$ cat src/pkg/ffpe_defines.svh
// Opcodes, register bit positions, array geometry and timing figures.
// Included by the package and by every design file.
`ifndef FFPE_DEFINES_SVH
`define FFPE_DEFINES_SVH
`define FFPE_OP_QUAD_PROG_A 8'h32
`define FFPE_OP_QUAD_PROG_B 8'h38
`define FFPE_OP_SECTOR_ERASE_A 8'hd7
`define FFPE_OP_SECTOR_ERASE_B 8'h20
`define FFPE_OP_SMALL_BLOCK_ERASE 8'h52
`define FFPE_OP_LARGE_BLOCK_ERASE 8'hd8
`define FFPE_OP_WHOLE_ERASE_A 8'hc7
`define FFPE_OP_WHOLE_ERASE_B 8'h60
`define FFPE_OP_LATCH_SET 8'h06
`define FFPE_OP_LATCH_CLEAR 8'h04
`define FFPE_OP_STATUS_READ 8'h05
`define FFPE_OP_STATUS_WRITE 8'h01
`define FFPE_OP_FUNC_READ 8'h48
`define FFPE_OP_FUNC_WRITE 8'h42
`define FFPE_SR_BUSY 0
`define FFPE_SR_LATCH 1
`define FFPE_SR_BP_LO 2
`define FFPE_SR_BP_HI 5
`define FFPE_SR_QE 6
`define FFPE_SR_SWD 7
`define FFPE_FR_RST_DIS 0
`define FFPE_FR_IRL_LO 4
`define FFPE_FR_IRL_HI 7
`define FFPE_PAGE_BYTES 256
`define FFPE_BLK_HI 20
`define FFPE_BLK_LO 16
`define FFPE_NUM_BLOCKS 6'd32
`define FFPE_BP_ALL 4'd6
`define FFPE_CLK_MHZ 100
`define FFPE_US_PER_MS 1000
`define FFPE_PROG_US 800
`define FFPE_REG_US 2
`define FFPE_SECTOR_MS 70
`define FFPE_SMALL_BLK_MS 100
`define FFPE_LARGE_BLK_MS 150
`define FFPE_WHOLE_MS 5000
`endif

$ cat src/pkg/ffpe_pkg.sv
// Types and shared helper functions of the flash command sequencer.
// Needs ffpe_defines.svh on the include path.
`include "ffpe_defines.svh"
package ffpe_pkg;
  typedef struct packed {
    logic sck;
    logic cs_n;
    logic [3:0] io;
  } ffpe_link_t;
  typedef enum logic [1:0] {ER_SECTOR, ER_SMALL, ER_LARGE, ER_WHOLE} ffpe_esize_t;
  typedef struct packed {
    logic prog;
    logic erase;
    ffpe_esize_t size;
    logic [23:0] addr;
    logic [7:0] data;
  } ffpe_arr_t;
  typedef enum logic [4:0] {
    PH_OPC = 5'b00001, PH_ADDR = 5'b00010, PH_DATA = 5'b00100,
    PH_END = 5'b01000, PH_READ = 5'b10000
  } ffpe_phase_t;
  typedef enum logic [3:0] {
    OP_IDLE = 4'b0001, OP_LOAD = 4'b0010, OP_WAIT = 4'b0100, OP_DONE = 4'b1000
  } ffpe_op_t;
  typedef enum logic [1:0] {K_PROG, K_ERASE, K_SREG, K_FREG} ffpe_kind_t;
  typedef enum logic [3:0] {
    C_NONE, C_PROG, C_ERASE_S, C_ERASE_SB, C_ERASE_LB, C_ERASE_ALL,
    C_SET, C_CLR, C_RD_ST, C_WR_ST, C_RD_FN, C_WR_FN
  } ffpe_cmd_t;

  function automatic ffpe_cmd_t decode_op(input logic [7:0] op);
    case (op)
      `FFPE_OP_QUAD_PROG_A, `FFPE_OP_QUAD_PROG_B: decode_op = C_PROG;
      `FFPE_OP_SECTOR_ERASE_A, `FFPE_OP_SECTOR_ERASE_B: decode_op = C_ERASE_S;
      `FFPE_OP_SMALL_BLOCK_ERASE: decode_op = C_ERASE_SB;
      `FFPE_OP_LARGE_BLOCK_ERASE: decode_op = C_ERASE_LB;
      `FFPE_OP_WHOLE_ERASE_A, `FFPE_OP_WHOLE_ERASE_B: decode_op = C_ERASE_ALL;
      `FFPE_OP_LATCH_SET: decode_op = C_SET;
      `FFPE_OP_LATCH_CLEAR: decode_op = C_CLR;
      `FFPE_OP_STATUS_READ: decode_op = C_RD_ST;
      `FFPE_OP_STATUS_WRITE: decode_op = C_WR_ST;
      `FFPE_OP_FUNC_READ: decode_op = C_RD_FN;
      `FFPE_OP_FUNC_WRITE: decode_op = C_WR_FN;
      default: decode_op = C_NONE;
    endcase
  endfunction : decode_op

  // Protect bits n = 1..5 guard the top 2^(n-1) 64 Kbyte blocks; 6 and up guard all.
  function automatic logic prot_hit(input logic [23:0] a, input logic [3:0] bp);
    if (bp == 4'd0) prot_hit = 1'b0;
    else if (bp >= `FFPE_BP_ALL) prot_hit = 1'b1;
    else prot_hit = {1'b0, a[`FFPE_BLK_HI:`FFPE_BLK_LO]} >=
                    (`FFPE_NUM_BLOCKS - (6'd1 << (bp - 4'd1)));
  endfunction : prot_hit
endpackage : ffpe_pkg

$ cat src/hdl/ffpe_flash_ctrl.sv
// Command decoder and program/erase sequencer of a serial NOR flash.
// Assumes link pins asynchronous to clk and an array outside that applies requests.
`timescale 1ns/1ps
`include "ffpe_defines.svh"

// Overview of operation
// - Quad program: opcode, address, 1-256 data bytes.
// - Quad program needs quad enable and latch.
// - Program into a protected page is ignored.
// - Program starts only on clean select release.
// - Busy bit is one while operation runs.
// - Excess data wraps within page; last wins.
// - Unwritten page bytes stay unchanged.
// - Program only clears bits; erase sets ones.
// - Sectors 4K; blocks 32K or 64K.
// - Sector erase: opcode, address, clears latch.
// - Block erase 32K or 64K, clears latch.
// - Erase starts only on clean select release.
// - Whole erase: opcode only, needs latch.
// - Whole erase refused if protected; flags errors.
// - Latch set command; latch clear at reset.
// - Latch required before every write command.
// - Latch clears when a write completes.
// - Latch clear command blocks writes.
// - Status read works even while busy.
// - Status write sets protect, disable, quad bits.
// - Function read shifts function register out.
// - Function write only sets one-time bits.
// - Opcode two nibbles in four-line, else eight bits.
// - Nibbles sampled on rising clock, MSB on line three.
module ffpe_flash_ctrl
  import ffpe_pkg::*;
#(
  parameter int unsigned PROG_CYC = `FFPE_PROG_US * `FFPE_CLK_MHZ,
  parameter int unsigned SECTOR_CYC = `FFPE_SECTOR_MS * `FFPE_US_PER_MS * `FFPE_CLK_MHZ,
  parameter int unsigned SMALL_CYC = `FFPE_SMALL_BLK_MS * `FFPE_US_PER_MS * `FFPE_CLK_MHZ,
  parameter int unsigned LARGE_CYC = `FFPE_LARGE_BLK_MS * `FFPE_US_PER_MS * `FFPE_CLK_MHZ,
  parameter int unsigned WHOLE_CYC = `FFPE_WHOLE_MS * `FFPE_US_PER_MS * `FFPE_CLK_MHZ
) (
  // Clock and reset
  input wire logic clk,
  input wire logic nrst,
  // Link pins
  input wire ffpe_link_t link_in,
  output logic [3:0] io_out,
  output logic [3:0] io_oe,
  // Mode
  input wire logic four_line_command_mode,
  // Register state
  output logic [7:0] status_o,
  output logic [7:0] func_o,
  output logic erase_err,
  output logic guarded_erase_flag,
  // Array side
  output ffpe_arr_t arr_o
);
  localparam int unsigned REG_CYC = `FFPE_REG_US * `FFPE_CLK_MHZ;

  logic sel, sck_rise, sck_fall, cs_rise, cs_fall;
  logic [3:0] io_s;
  logic buf_we, buf_clr, buf_mark;
  logic [7:0] buf_rdata;

  ffpe_link_rx u_rx (
    .clk(clk), .nrst(nrst), .link(link_in), .sel(sel), .sck_rise(sck_rise),
    .sck_fall(sck_fall), .cs_rise(cs_rise), .cs_fall(cs_fall), .io(io_s)
  );

  // Link side state.
  ffpe_phase_t phase_r, phase_nxt;
  ffpe_cmd_t cmd_r, cmd_nxt;
  logic [7:0] sh_r, sh_nxt, tx_r, tx_nxt, regv_r, regv_nxt;
  logic [2:0] bit_r, bit_nxt, txb_r, txb_nxt;
  logic [1:0] abyte_r, abyte_nxt;
  logic [23:0] addr_r, addr_nxt;
  logic wide_r, wide_nxt, bad_r, bad_nxt, got_r, got_nxt;
  logic [3:0] io_out_r, io_out_nxt, io_oe_r, io_oe_nxt;

  // Sequencer and register state.
  ffpe_op_t seq_r, seq_nxt;
  ffpe_kind_t kind_r, kind_nxt;
  logic [31:0] cnt_r, cnt_nxt;
  logic [8:0] pidx_r, pidx_nxt;
  logic [23:0] xaddr_r, xaddr_nxt;
  logic wel_r, wel_nxt, qe_r, qe_nxt, swd_r, swd_nxt, busy_r, busy_nxt;
  logic [3:0] bp_r, bp_nxt, irl_r, irl_nxt;
  logic rst_dis_r, rst_dis_nxt, eerr_r, eerr_nxt, perr_r, perr_nxt;
  ffpe_arr_t arr_r, arr_nxt;

  logic [2:0] bit_sum;
  logic byte_done, prot, ok_end, may_write;
  logic [7:0] rx_byte, cur, status_w, func_w;
  ffpe_cmd_t c;

  assign status_w = {swd_r, qe_r, bp_r, wel_r, busy_r};
  assign func_w = {irl_r, 3'h0, rst_dis_r};

  always_comb begin
    bit_sum = bit_r + (wide_r ? 3'd4 : 3'd1);
    byte_done = sck_rise && bit_sum == 3'd0;
    rx_byte = wide_r ? {sh_r[3:0], io_s} : {sh_r[6:0], io_s[0]};
    prot = prot_hit(addr_r, bp_r);
    ok_end = !bad_r && bit_r == 3'd0;
    may_write = ok_end && wel_r && seq_r == OP_IDLE;
  end

  // Link side: shift in, decode phases, shift out register reads.
  always_comb begin
    phase_nxt = phase_r;
    cmd_nxt = cmd_r;
    sh_nxt = sh_r;
    tx_nxt = tx_r;
    regv_nxt = regv_r;
    bit_nxt = bit_r;
    txb_nxt = txb_r;
    abyte_nxt = abyte_r;
    addr_nxt = addr_r;
    wide_nxt = wide_r;
    bad_nxt = bad_r;
    got_nxt = got_r;
    io_out_nxt = io_out_r;
    io_oe_nxt = io_oe_r;
    buf_we = 1'b0;
    c = decode_op(rx_byte);
    cur = (txb_r == 3'd0) ? ((cmd_r == C_RD_ST) ? status_w : func_w) : tx_r;
    if (!sel) begin
      phase_nxt = PH_OPC;
      bit_nxt = 3'd0;
      txb_nxt = 3'd0;
      abyte_nxt = 2'd0;
      bad_nxt = 1'b0;
      got_nxt = 1'b0;
      wide_nxt = four_line_command_mode;
      io_oe_nxt = 4'h0;
    end else begin
      if (sck_rise) begin
        sh_nxt = rx_byte;
        bit_nxt = bit_sum;
      end
      if (byte_done) begin
        case (phase_r)
          PH_OPC: begin
            cmd_nxt = c;
            case (c)
              C_PROG: begin
                phase_nxt = PH_ADDR;
                wide_nxt = 1'b1;
              end
              C_ERASE_S, C_ERASE_SB, C_ERASE_LB: phase_nxt = PH_ADDR;
              C_RD_ST, C_RD_FN: phase_nxt = PH_READ;
              C_WR_ST, C_WR_FN: phase_nxt = PH_DATA;
              C_NONE: begin
                phase_nxt = PH_END;
                bad_nxt = 1'b1;
              end
              default: phase_nxt = PH_END;
            endcase
          end
          PH_ADDR: begin
            addr_nxt = {addr_r[15:0], rx_byte};
            abyte_nxt = abyte_r + 2'd1;
            if (abyte_r == 2'd2) phase_nxt = (cmd_r == C_PROG) ? PH_DATA : PH_END;
          end
          PH_DATA: begin
            got_nxt = 1'b1;
            if (cmd_r == C_PROG) begin
              buf_we = seq_r == OP_IDLE;
              addr_nxt[7:0] = addr_r[7:0] + 8'd1;
            end else begin
              regv_nxt = rx_byte;
              phase_nxt = PH_END;
            end
          end
          PH_END: bad_nxt = 1'b1;
          default: ;
        endcase
      end
      if (phase_r == PH_READ && sck_fall) begin
        io_out_nxt = wide_r ? cur[7:4] : {2'b00, cur[7], 1'b0};
        io_oe_nxt = wide_r ? 4'hf : 4'h2;
        tx_nxt = wide_r ? {cur[3:0], 4'h0} : {cur[6:0], 1'b0};
        txb_nxt = txb_r + (wide_r ? 3'd4 : 3'd1);
      end
    end
  end

  always_ff @(posedge clk or negedge nrst) begin
    if (!nrst) begin
      phase_r <= PH_OPC;
      cmd_r <= C_NONE;
      sh_r <= 8'h00;
      tx_r <= 8'h00;
      regv_r <= 8'h00;
      bit_r <= 3'd0;
      txb_r <= 3'd0;
      abyte_r <= 2'd0;
      addr_r <= 24'h00_0000;
      wide_r <= 1'b0;
      bad_r <= 1'b0;
      got_r <= 1'b0;
      io_out_r <= 4'h0;
      io_oe_r <= 4'h0;
    end else begin
      phase_r <= phase_nxt;
      cmd_r <= cmd_nxt;
      sh_r <= sh_nxt;
      tx_r <= tx_nxt;
      regv_r <= regv_nxt;
      bit_r <= bit_nxt;
      txb_r <= txb_nxt;
      abyte_r <= abyte_nxt;
      addr_r <= addr_nxt;
      wide_r <= wide_nxt;
      bad_r <= bad_nxt;
      got_r <= got_nxt;
      io_out_r <= io_out_nxt;
      io_oe_r <= io_oe_nxt;
    end
  end

  ffpe_page_buf u_buf (
    .clk(clk), .nrst(nrst), .clr(buf_clr), .we(buf_we), .widx(addr_r[7:0]),
    .wdata(rx_byte), .ridx(pidx_r[7:0]), .rdata(buf_rdata), .rmark(buf_mark)
  );

  // Sequencer: accepts commands on select release and times the array work.
  always_comb begin
    seq_nxt = seq_r;
    kind_nxt = kind_r;
    cnt_nxt = cnt_r;
    pidx_nxt = pidx_r;
    xaddr_nxt = xaddr_r;
    wel_nxt = wel_r;
    qe_nxt = qe_r;
    swd_nxt = swd_r;
    bp_nxt = bp_r;
    irl_nxt = irl_r;
    rst_dis_nxt = rst_dis_r;
    eerr_nxt = eerr_r;
    perr_nxt = perr_r;
    arr_nxt = '0;
    buf_clr = cs_fall && seq_r == OP_IDLE;
    if (cs_rise && ok_end && phase_r == PH_END) begin
      if (cmd_r == C_SET) wel_nxt = 1'b1;
      if (cmd_r == C_CLR) wel_nxt = 1'b0;
    end
    case (seq_r)
      OP_IDLE: begin
        if (cs_rise && may_write) begin
          case (cmd_r)
            C_PROG: if (phase_r == PH_DATA && got_r && qe_r && !prot) begin
              seq_nxt = OP_LOAD;
              kind_nxt = K_PROG;
              pidx_nxt = 9'd0;
              xaddr_nxt = addr_r;
            end
            C_ERASE_S, C_ERASE_SB, C_ERASE_LB: if (phase_r == PH_END && !prot) begin
              seq_nxt = OP_WAIT;
              kind_nxt = K_ERASE;
              eerr_nxt = 1'b0;
              perr_nxt = 1'b0;
              arr_nxt.erase = 1'b1;
              arr_nxt.addr = addr_r;
              case (cmd_r)
                C_ERASE_S: begin
                  arr_nxt.size = ER_SECTOR;
                  cnt_nxt = SECTOR_CYC;
                end
                C_ERASE_SB: begin
                  arr_nxt.size = ER_SMALL;
                  cnt_nxt = SMALL_CYC;
                end
                default: begin
                  arr_nxt.size = ER_LARGE;
                  cnt_nxt = LARGE_CYC;
                end
              endcase
            end
            C_ERASE_ALL: if (phase_r == PH_END) begin
              if (bp_r != 4'd0) begin
                eerr_nxt = 1'b1;
                perr_nxt = 1'b1;
              end else begin
                seq_nxt = OP_WAIT;
                kind_nxt = K_ERASE;
                eerr_nxt = 1'b0;
                perr_nxt = 1'b0;
                arr_nxt.erase = 1'b1;
                arr_nxt.size = ER_WHOLE;
                cnt_nxt = WHOLE_CYC;
              end
            end
            C_WR_ST, C_WR_FN: if (phase_r == PH_END && got_r) begin
              seq_nxt = OP_WAIT;
              kind_nxt = (cmd_r == C_WR_ST) ? K_SREG : K_FREG;
              cnt_nxt = REG_CYC;
            end
            default: ;
          endcase
        end
      end
      OP_LOAD: begin
        // Only marked bytes go out, so the rest of the page is left alone.
        if (buf_mark) begin
          arr_nxt.prog = 1'b1;
          arr_nxt.addr = {xaddr_r[23:8], pidx_r[7:0]};
          arr_nxt.data = buf_rdata;
        end
        pidx_nxt = pidx_r + 9'd1;
        if (pidx_r[7:0] == 8'hff) begin
          seq_nxt = OP_WAIT;
          cnt_nxt = PROG_CYC;
        end
      end
      OP_WAIT: begin
        if (cnt_r <= 32'd1) seq_nxt = OP_DONE;
        else cnt_nxt = cnt_r - 32'd1;
      end
      OP_DONE: begin
        wel_nxt = 1'b0;
        if (kind_r == K_SREG) begin
          bp_nxt = regv_r[`FFPE_SR_BP_HI:`FFPE_SR_BP_LO];
          qe_nxt = regv_r[`FFPE_SR_QE];
          swd_nxt = regv_r[`FFPE_SR_SWD];
        end
        if (kind_r == K_FREG) begin
          irl_nxt = irl_r | regv_r[`FFPE_FR_IRL_HI:`FFPE_FR_IRL_LO];
          rst_dis_nxt = rst_dis_r | regv_r[`FFPE_FR_RST_DIS];
        end
        seq_nxt = OP_IDLE;
      end
      default: seq_nxt = OP_IDLE;
    endcase
    busy_nxt = seq_nxt != OP_IDLE;
  end

  always_ff @(posedge clk or negedge nrst) begin
    if (!nrst) begin
      seq_r <= OP_IDLE;
      kind_r <= K_PROG;
      cnt_r <= 32'h0000_0000;
      pidx_r <= 9'd0;
      xaddr_r <= 24'h00_0000;
      wel_r <= 1'b0;
      qe_r <= 1'b0;
      swd_r <= 1'b0;
      busy_r <= 1'b0;
      bp_r <= 4'h0;
      irl_r <= 4'h0;
      rst_dis_r <= 1'b0;
      eerr_r <= 1'b0;
      perr_r <= 1'b0;
      arr_r <= '0;
    end else begin
      seq_r <= seq_nxt;
      kind_r <= kind_nxt;
      cnt_r <= cnt_nxt;
      pidx_r <= pidx_nxt;
      xaddr_r <= xaddr_nxt;
      wel_r <= wel_nxt;
      qe_r <= qe_nxt;
      swd_r <= swd_nxt;
      busy_r <= busy_nxt;
      bp_r <= bp_nxt;
      irl_r <= irl_nxt;
      rst_dis_r <= rst_dis_nxt;
      eerr_r <= eerr_nxt;
      perr_r <= perr_nxt;
      arr_r <= arr_nxt;
    end
  end

  assign io_out = io_out_r;
  assign io_oe = io_oe_r;
  assign status_o = status_w;
  assign func_o = func_w;
  assign erase_err = eerr_r;
  assign guarded_erase_flag = perr_r;
  assign arr_o = arr_r;
endmodule : ffpe_flash_ctrl

$ cat src/hdl/ffpe_link_rx.sv
// Two-stage synchroniser of the serial link pins with edge detection.
// Assumes the pins are asynchronous to clk and sck is far slower than clk.
`timescale 1ns/1ps
`include "ffpe_defines.svh"
module ffpe_link_rx
  import ffpe_pkg::*;
(
  // Clock and reset
  input wire logic clk,
  input wire logic nrst,
  // Raw pins
  input wire ffpe_link_t link,
  // Sampled view
  output logic sel,
  output logic sck_rise,
  output logic sck_fall,
  output logic cs_rise,
  output logic cs_fall,
  output logic [3:0] io
);
  ffpe_link_t s1_r, s2_r, s3_r, s1_nxt, s2_nxt, s3_nxt;

  always_comb begin
    s1_nxt = link;
    s2_nxt = s1_r;
    s3_nxt = s2_r;
  end

  always_ff @(posedge clk or negedge nrst) begin
    if (!nrst) begin
      s1_r <= '{sck: 1'b0, cs_n: 1'b1, io: 4'h0};
      s2_r <= '{sck: 1'b0, cs_n: 1'b1, io: 4'h0};
      s3_r <= '{sck: 1'b0, cs_n: 1'b1, io: 4'h0};
    end else begin
      s1_r <= s1_nxt;
      s2_r <= s2_nxt;
      s3_r <= s3_nxt;
    end
  end

  // Data is taken with the same delay as the clock, so it is the level seen at the rising edge.
  assign sel = ~s2_r.cs_n;
  assign sck_rise = sel & s2_r.sck & ~s3_r.sck;
  assign sck_fall = sel & ~s2_r.sck & s3_r.sck;
  assign cs_rise = s2_r.cs_n & ~s3_r.cs_n;
  assign cs_fall = ~s2_r.cs_n & s3_r.cs_n;
  assign io = s2_r.io;
endmodule : ffpe_link_rx

$ cat src/hdl/ffpe_page_buf.sv
// Page buffer of the program command with a per-byte written mark.
// Assumes writes and the drain walk never overlap.
`timescale 1ns/1ps
`include "ffpe_defines.svh"
module ffpe_page_buf
  import ffpe_pkg::*;
(
  // Clock and reset
  input wire logic clk,
  input wire logic nrst,
  // Fill side
  input wire logic clr,
  input wire logic we,
  input wire logic [7:0] widx,
  input wire logic [7:0] wdata,
  // Drain side
  input wire logic [7:0] ridx,
  output logic [7:0] rdata,
  output logic rmark
);
  logic [7:0] mem_r [`FFPE_PAGE_BYTES];
  logic [7:0] mem_nxt [`FFPE_PAGE_BYTES];
  logic [`FFPE_PAGE_BYTES-1:0] mark_r, mark_nxt;

  // A later byte at the same index replaces the earlier one, so the last page of data wins.
  always_comb begin
    mem_nxt = mem_r;
    mark_nxt = mark_r;
    if (clr) mark_nxt = '0;
    if (we) begin
      mem_nxt[widx] = wdata;
      mark_nxt[widx] = 1'b1;
    end
  end

  always_ff @(posedge clk) begin
    mem_r <= mem_nxt;
  end

  always_ff @(posedge clk or negedge nrst) begin
    if (!nrst) mark_r <= '0;
    else mark_r <= mark_nxt;
  end

  assign rdata = mem_r[ridx];
  assign rmark = mark_r[ridx];
endmodule : ffpe_page_buf

$ cat config.mk
export PLATFORM = sky130hd
export DESIGN_NAME = ffpe_flash_ctrl
export DESIGN_NICKNAME = d
export VERILOG_FILES = /design/src/pkg/ffpe_pkg.sv /design/src/hdl/ffpe_flash_ctrl.sv /design/src/hdl/ffpe_link_rx.sv /design/src/hdl/ffpe_page_buf.sv
export VERILOG_INCLUDE_DIRS = /design/src /design/src/pkg
export SDC_FILE = /design/constraint.sdc
export NUM_CORES = 2
export LEC_CHECK = 0
export BUFFER_PORTS_ARGS = -buffer_cell sky130_fd_sc_hd__buf_2
export CAP_MARGIN = 15
export CORE_MARGIN = 2
export CORE_UTILIZATION = 60
export CTS_CLUSTER_SIZE = 30
export DETAILED_ROUTE_END_ITERATION = 6
export HOLD_SLACK_MARGIN = 0.12
export PLACE_DENSITY = 0.76
export SYNTH_ARGS = -nofsm -noshare
export SYNTH_HDL_FRONTEND = slang
export SYNTH_SLANG_ARGS = --single-unit
export TNS_END_PERCENT = 10
$ cat constraint.sdc
create_clock -name clk -period 6.75 [get_ports clk]
set_clock_uncertainty 0.2 [all_clocks]
set_input_delay 1.35 -clock clk [delete_from_list [all_inputs] [get_ports clk]]
set_output_delay 1.35 -clock clk [all_outputs]
set_load 0.005 [all_outputs]
# After elaboration in Yosys (flattened, before gate mapping)
# Cells that the tools add are included.
[word_totals] ff_bits=2514 elab_cells=571 inputBits=9
[op_classes] eq_ne=65 shift=1 n_lt_le_gt_ge=9 reduce_logical=67 bitwise_logic=16 mux=107 addsub=8
[ops] cell="2048-bit bitwise mux" n=1
[ops] cell="256-bit two-way mux" n=2
[ops] cell="32-bit two-way mux" n=8
[ops] cell="256-bit OR" n=1
[ops] cell="32-bit one-hot mux with 3 select lines" n=2
[ops] cell="24-bit one-hot mux with 2 select lines" n=2
[ops] cell="8-bit two-way mux" n=9
[ops] cell="8-bit binary-select mux with 8-bit select" n=1
[ops] cell="8-bit demux with 8-bit select" n=1
[ops] cell="27-bit two-way mux" n=2
[ops] cell="4-bit two-way mux" n=13
[ops] cell="4-bit one-hot mux with 11 select lines" n=1
[ops] cell="4-bit equality test (second input constant)" n=8
[ops] cell="8-bit by 7-bit equality test with 1-bit output (second input constant)" n=4
[ops] cell="8-bit equality test (second input constant)" n=4
[ops] cell="32-bit by 1-bit less-or-equal comparator with 1-bit output (second input constant)" n=1
[ops] cell="32-bit by 1-bit subtractor with 32-bit output (second input constant)" n=1
[ops] cell="5-bit one-hot mux with 3 select lines" n=2
[ops] cell="1-bit two-way mux" n=28
[ops] cell="9-bit two-way mux" n=3
[ops] cell="4-bit by 3-bit equality test with 1-bit output (second input constant)" n=6
[ops] cell="8-bit by 3-bit equality test with 1-bit output (second input constant)" n=3
[ops] cell="8-bit by 6-bit equality test with 1-bit output (second input constant)" n=3
[ops] cell="24-bit two-way mux" n=1
[ops] cell="other kinds (62)" n=166

# Depth between registers and ports, before layout
[logic_depth] depth_word=13 depth_mapped=16 mapped_depth_nobuf=14

# Modules after synthesis
# Synthesis repeated with hierarchy kept, for this count alone.
[unflattened] cells_unflattened=5805 hier_area_um2=101033.1
[by_module_without_submodules] module="ffpe_page_buf" area_per_inst_um2=91063.6 seq_area_each_um2=67905.1 n_inst=1 cells_per_inst=4844
[by_module_without_submodules] module="ffpe_flash_ctrl" area_per_inst_um2=9554.2 seq_area_each_um2=4581.9 n_inst=1 cells_per_inst=938
[by_module_without_submodules] module="ffpe_link_rx" area_per_inst_um2=415.4 seq_area_each_um2=354.1 n_inst=1 cells_per_inst=23

# Least setup slack after synthesis
# OpenSTA, ideal clock, no wires.
[synth_path] kind="reg2reg" start="register wide_r" end="register phase_r[3]" path_stages_with_launch=9 synth_period_minus_slack_ns=5.278 required_ns=6.428 setup_slack_ns=1.472 setup_time_ns=0.122 arrival_time_ns=4.957 cell_sequence="dfrtp_1 > mux2i_1 > inv_1 > nand4_1 > or4_1 > and3_1 > o311ai_0 > o31ai_1 > a32o_1"
[synth_via] elab_chain_cells=10 elab_cells_between_ends=40 cone_classes="add/sub: 1; eq/ne: 22; mux: 7; reduce/logical: 10"
[synth_lines] item="start: declaration" line="ffpe_flash_ctrl.sv:76" rtl="logic wide_r, wide_nxt, bad_r, bad_nxt, got_r, got_nxt;"
[synth_lines] item="start signal: assignment" line="ffpe_flash_ctrl.sv:213" rtl="wide_r <= wide_nxt;"
[synth_lines] item="8-bit two-way mux (*)" line="ffpe_flash_ctrl.sv:101" rtl="rx_byte = wide_r ? {sh_r[3:0], io_s} : {sh_r[6:0], io_s[0]};"
[synth_lines] item="via rx_byte[1]" line="ffpe_flash_ctrl.sv:92" rtl="logic [7:0] rx_byte, cur, status_w, func_w;"
[synth_lines] item="8-bit equality test (tied with other cells)" line="ffpe_pkg.sv:32" rtl="case (op)"
[synth_lines] item="2-bit OR reduction" line="ffpe_pkg.sv:32"
[synth_lines] item="4-bit one-hot mux with 11 select lines (*)" line="ffpe_pkg.sv:32"
[synth_lines] item="4-bit by 2-bit equality test with 1-bit output (tied with other cells)" line="ffpe_flash_ctrl.sv:144" rtl="case (c)"
[synth_lines] item="4-bit OR reduction (no line) or 2-bit OR reduction (tied branches)"
[synth_lines] item="5-bit one-hot mux with 3 select lines (*)" line="ffpe_flash_ctrl.sv:144"
[synth_lines] item="5-bit one-hot mux with 3 select lines (*)" line="ffpe_flash_ctrl.sv:141" rtl="case (phase_r)"
[synth_lines] item="5-bit two-way mux (*)" line="ffpe_flash_ctrl.sv:140" rtl="if (byte_done) begin"
[synth_lines] item="5-bit two-way mux (*)" line="ffpe_flash_ctrl.sv:126" rtl="if (!sel) begin"
[synth_lines] item="end signal: assignment" line="ffpe_flash_ctrl.sv:204" rtl="phase_r <= phase_nxt;"
[synth_lines] item="end: declaration" line="ffpe_flash_ctrl.sv:70" rtl="ffpe_phase_t phase_r, phase_nxt;"
# The timed path passes the listed nets; every way through them passes the cells marked *. The select of a mux whose other input is x is not followed.
# A chain may end at the register's enable or synchronous reset.

# Worst setup path after layout
[layout_path] start="register wide_r" end="register u_buf.mem_r[1984] (netlist name) (enable)"
[layout_via] elab_chain_cells=6
[layout_lines] item="3-bit two-way mux" line="ffpe_flash_ctrl.sv:99" rtl="bit_sum = bit_r + (wide_r ? 3'd4 : 3'd1);"
[layout_lines] item="3-bit adder" line="ffpe_flash_ctrl.sv:99"
[layout_lines] item="3-bit zero test" line="ffpe_flash_ctrl.sv:100" rtl="byte_done = sck_rise && bit_sum == 3'd0;"
[layout_lines] item="1-bit logical AND" line="ffpe_flash_ctrl.sv:100"
[layout_lines] item="1-bit two-way mux" line="ffpe_flash_ctrl.sv:140"
[layout_lines] item="1-bit two-way mux" line="ffpe_flash_ctrl.sv:126"
[layout_lines] item="end signal: assignment" line="ffpe_page_buf.sv:37" rtl="mem_r <= mem_nxt;"
[layout_lines] item="end: declaration" line="ffpe_page_buf.sv:21" rtl="logic [7:0] mem_r [`FFPE_PAGE_BYTES];"
# Every way passes these cells.

==> impl_metrics.py <==
metrics = {
    "run_status": {
        "status": "complete, but fails checks",
        "violations": "design-rule violations",
    },
    "die": {
        "rows": 150,
        "io_pins": 71,
        "initial_core_util_pct": 60.3,
        "fp.dieH_um": 413,
        "die_area_um2": 171000,
        "die_w_um": 413,
        "coreArea_um2": 167000,
    },
    "yosys": {
        "syn-instance-count": 5710,
        "ys_seq_area_share_pct": 72.5,
        "ys_ff_latch": 2501,
        "avgSynthCellArea_um2": 17.6,
        "ys_warn_count": 0,
        "synth_flop_cell": "edfxtp_1",
        "netlist_area_um2": 100000,
        "synth_cell_types": 98,
        "async_flop_share_pct": 18.1,
        "synth_edf_count": 2048,
    },
    "detailed_routing": {
        "wl_per_cell_um": 33.2,
        "viasPerCell": 7.01,
        "first_pass_iters": 7,
        "vias": 57100,
        "drt-initial-drc-count": 9048,
        "final_antenna_net_count": 0,
        "drc": 2,
        "wl_mm": 271,
    },
    "power": {
        "pwr-share-comb_pct": 3.8,
        "power.net_switching_mw": 6.98,
        "vdd_ir_drop_max_mv": 0.227,
        "intPower_mw": 25.0,
        "pwr_density_cell_nw_per_um2": 289,
        "power_frac_seq_pct": 54.4,
        "pwr-share-clk_pct": 41.8,
        "netSwitchingFraction_pct": 21.8,
        "leakagePower_nw": 36.5,
        "p_total_mw": 32.0,
    },
    "clock_tree": {
        "cts.repair.resized": 0,
        "htree_num_levels": 4,
        "numClockSinks": 2501,
        "cts-root-buf": "clkbuf_16",
        "cts.clk_slew.worst_paths_ns": 0.06,
        "cts_setup_buffers": 0,
        "cts_buffers": 233,
        "cts_tree": "done",
        "cts_hold_buf": 0,
        "clk_latency_ns": 0.91,
        "clk_path_buf_depth": 3,
    },
    "place": {
        "gp_congestion": 0.909,
        "dp_hpwl_mm": 155,
        "dp_slack_ns": 1.52,
        "portBuffers": 67,
    },
    "sta": {
        "fin_tns_setup_ns": 0,
        "rsz0062_at_grt": "false",
        "drv_slew": 0,
        "fmax_ghz": 0.189,
        "hold_viol_final": 0,
        "fin_crit_ns": 5.30,
        "setup_violations": 0,
        "period_share_pct": 78.5,
        "setup_slack_ns": 1.45,
        "slew_headroom_pct": 11.5,
        "max_slew.worst_pin.slew_ns": 1.32,
    },
    "critical_path": {
        "crit_type": "reg2reg",
        "worst-path-max-fanout": 30,
        "crit_path_end_kind": "flop",
        "arrival_ns": 5.62,
        "cp-start-kind": "flop",
        "crit_required_ns": 7.07,
    },
    "global_route": {
        "overflow": 0,
        "grt_start_max_net_pins": 256,
        "antenna_found_initial": 6,
        "grt_usage_pct": 31.8,
        "grt_first_pass_wirelength_mm": 390,
        "grt_pass1_vias": 55400,
    },
    "run": {
        "cap_violations": 0,
    },
    "final_layout": {
        "fill_cells": 10500,
        "drive_gt1_share_pct": 19.5,
        "finalNetCount": 5768,
        "area_growth_pct": 10.1,
        "seqCellArea_um2": 72900,
        "multi_input_area_um2": 25300,
        "final_core_util_pct": 66.3,
    },
    "min_path": {
        "hp-class": "reg2reg",
    },
}
-- per-layer routing --
layer / global-route usage [%] / share of wire [%] / wire (um)
met3: 8.15 / 12 / 32900
met4: 13.6 / 4.7 / 12700
met1: 44.0 / 36 / 97900
met5: 0 / 0.020 / 55
met2: 48.8 / 47 / 127000
-- registers in the layout, summed over array words and instances (netlist names), 5 cells and up --
| register | count |
|---|---|
| arr_o | 36 |
| pidx_r | 8 |
| u_buf.mem_r | 2048 |
| sh_r | 7 |
| u_rx.s1_r | 6 |
| u_buf.mark_r | 256 |
| cnt_r | 32 |
| phase_r | 5 |
| regv_r | 7 |
| tx_r | 7 |
| xaddr_r | 16 |
| addr_r | 24 |
-- cells in the mapped netlist (12+ instances only) --
cell type | n | share of area [%]
and3_1 | 13 | 0.081
a31oi_1 | 25 | 0.16
nand4_1 | 19 | 0.12
inv_1 | 26 | 0.097
buf_4 | 45 | 0.34
nand2_1 | 469 | 1.8
mux2_2 | 46 | 0.52
or3_1 | 12 | 0.075
buf_6 | 42 | 0.47
a211oi_1 | 26 | 0.19
mux4_2 | 483 | 11
o221ai_1 | 52 | 0.45
dfrtp_1 | 448 | 11
a22oi_1 | 90 | 0.67
nand3_1 | 61 | 0.30
clkbuf_1 | 217 | 0.81
o211ai_1 | 15 | 0.11
mux2i_1 | 200 | 2.0
o22ai_1 | 26 | 0.16
o21ai_1 | 13 | 0.065
nor3_1 | 32 | 0.16
a221oi_1 | 34 | 0.30
ha_1 | 18 | 0.22
a21o_1 | 20 | 0.15
nor4_1 | 13 | 0.081
nor2_1 | 367 | 1.4
mux4_1 | 34 | 0.89
a22o_1 | 56 | 0.49
nor2b_1 | 18 | 0.11
edfxtp_1 | 2048 | 61
nand2b_1 | 14 | 0.087
o21ai_0 | 304 | 1.5
a21oi_1 | 134 | 0.67
buf_2 | 84 | 0.42
-- critical path, cell delays in order, from the launching register on --
cell and delay [ns]:
dfrtp_1 0.33, buf_4 0.32, inv_2 0.19, ha_1 0.22, ha_1 0.19, xnor2_1 0.30
xor2_1 0.26, and4_1 0.27, nand4_1 0.37, nor3_1 0.75, nand2_1 0.71, nor2_1 0.82
-- cell usage in the layout (no fill, tap or decap), types with 11 or more instances in the layout --
cell type	count
o221ai_1	52
bufinv_16	22
mux4_1	34
nand2_1	457
o22ai_1	26
o21ai_0	304
clkbuf_8	20
mux2i_1	200
nor2b_1	15
buf_2	66
a21oi_1	134
ha_1	18
nand4_1	19
o31ai_1	11
a21o_1	20
nor2_1	364
nand2b_1	14
or3_1	12
buf_12	18
mux4_2	483
nand3_1	55
a22o_1	56
nor3_1	32
nor4_1	13
a221oi_1	34
clkbuf_16	237
edfxtp_1	2048
buf_4	118
a211oi_1	26
a31oi_1	25
a22oi_1	90
o211ai_1	15
clkinv_1	51
mux2_2	44
inv_1	21
o21ai_1	13
and3_1	13
clkbuf_1	34
clkinv_2	46
dfrtp_1	441
-- power by group through the flow --
stage	sequential, mW	combinational, mW	clock [mW]
6_report	17.4	1.21	13.4
5_1_grt	17.4	1.29	14.0
4_1_cts	17.4	1.20	13.4
3_5_place_dp	17.7	1.21	0
3_3_place_gp	17.7	1.15	0
2_1_floorplan	17.8	0.510	0
-- worst paths after layout --
| path | slack, ns | startpoint | endpoint | cells after the start |
|---|---|---|---|---|
| worst max-delay path | 1.45 | wide_r | u_buf.mem_r[1984] | 11 |
| worst min-delay path | 0.15 | u_rx.s1_r[1] | u_rx.io[1] | 0 |
| worst max register to register | 1.45 | wide_r | u_buf.mem_r[1984] | 11 |
| worst min register to register | 0.15 | u_rx.s1_r[1] | u_rx.io[1] | 0 |
| max in group asynchronous | 4.39 | nrst | irl_r[1] | 2 |
| min in group asynchronous | 0.28 | nrst | io_out[0] | 1 |
-- area by class of cell --
cell class              instances  area share, %
diodes                          3        0.00679
clock buffers                 291           5.73
clock inverters               148           1.34
inverters                      30          0.136
multi-input cells            2771           22.9
flip-flops and latches       2501           65.9
well taps                    2204           2.49
repair buffers                204           1.46
-- logic make-up after synthesis --
| family | synth area share (%) |
|---|---|
| flip-flops | 72.5 |
| AND/OR/NAND/NOR | 4.70 |
| AO/OA/AOI/OAI | 5.79 |
| multiplexers | 14.3 |
| buffers and inverters | 2.43 |
| adder cells (fa/ha/maj) | 0.224 |
| XOR/XNOR | 0.0959 |
| other | 0.00373 |
-- per-stage QoR --
| stage | instance area [um^2] | cells | hold WS [ns] |
|---|---|---|---|
| 3_5_place_dp | 103000 | 7709 | 0.140 |
| 3_3_place_gp | 103000 | 7708 | 0.137 |
| 6_report | 111000 | 8152 | 0.148 |
| 5_1_grt | 111000 | 8149 | 0.163 |
| 2_1_floorplan | 100000 | 5712 | 0.131 |
| 4_1_cts | 111000 | 8148 | 0.152 |
Note: power is estimated with default switching activity, not from simulation.
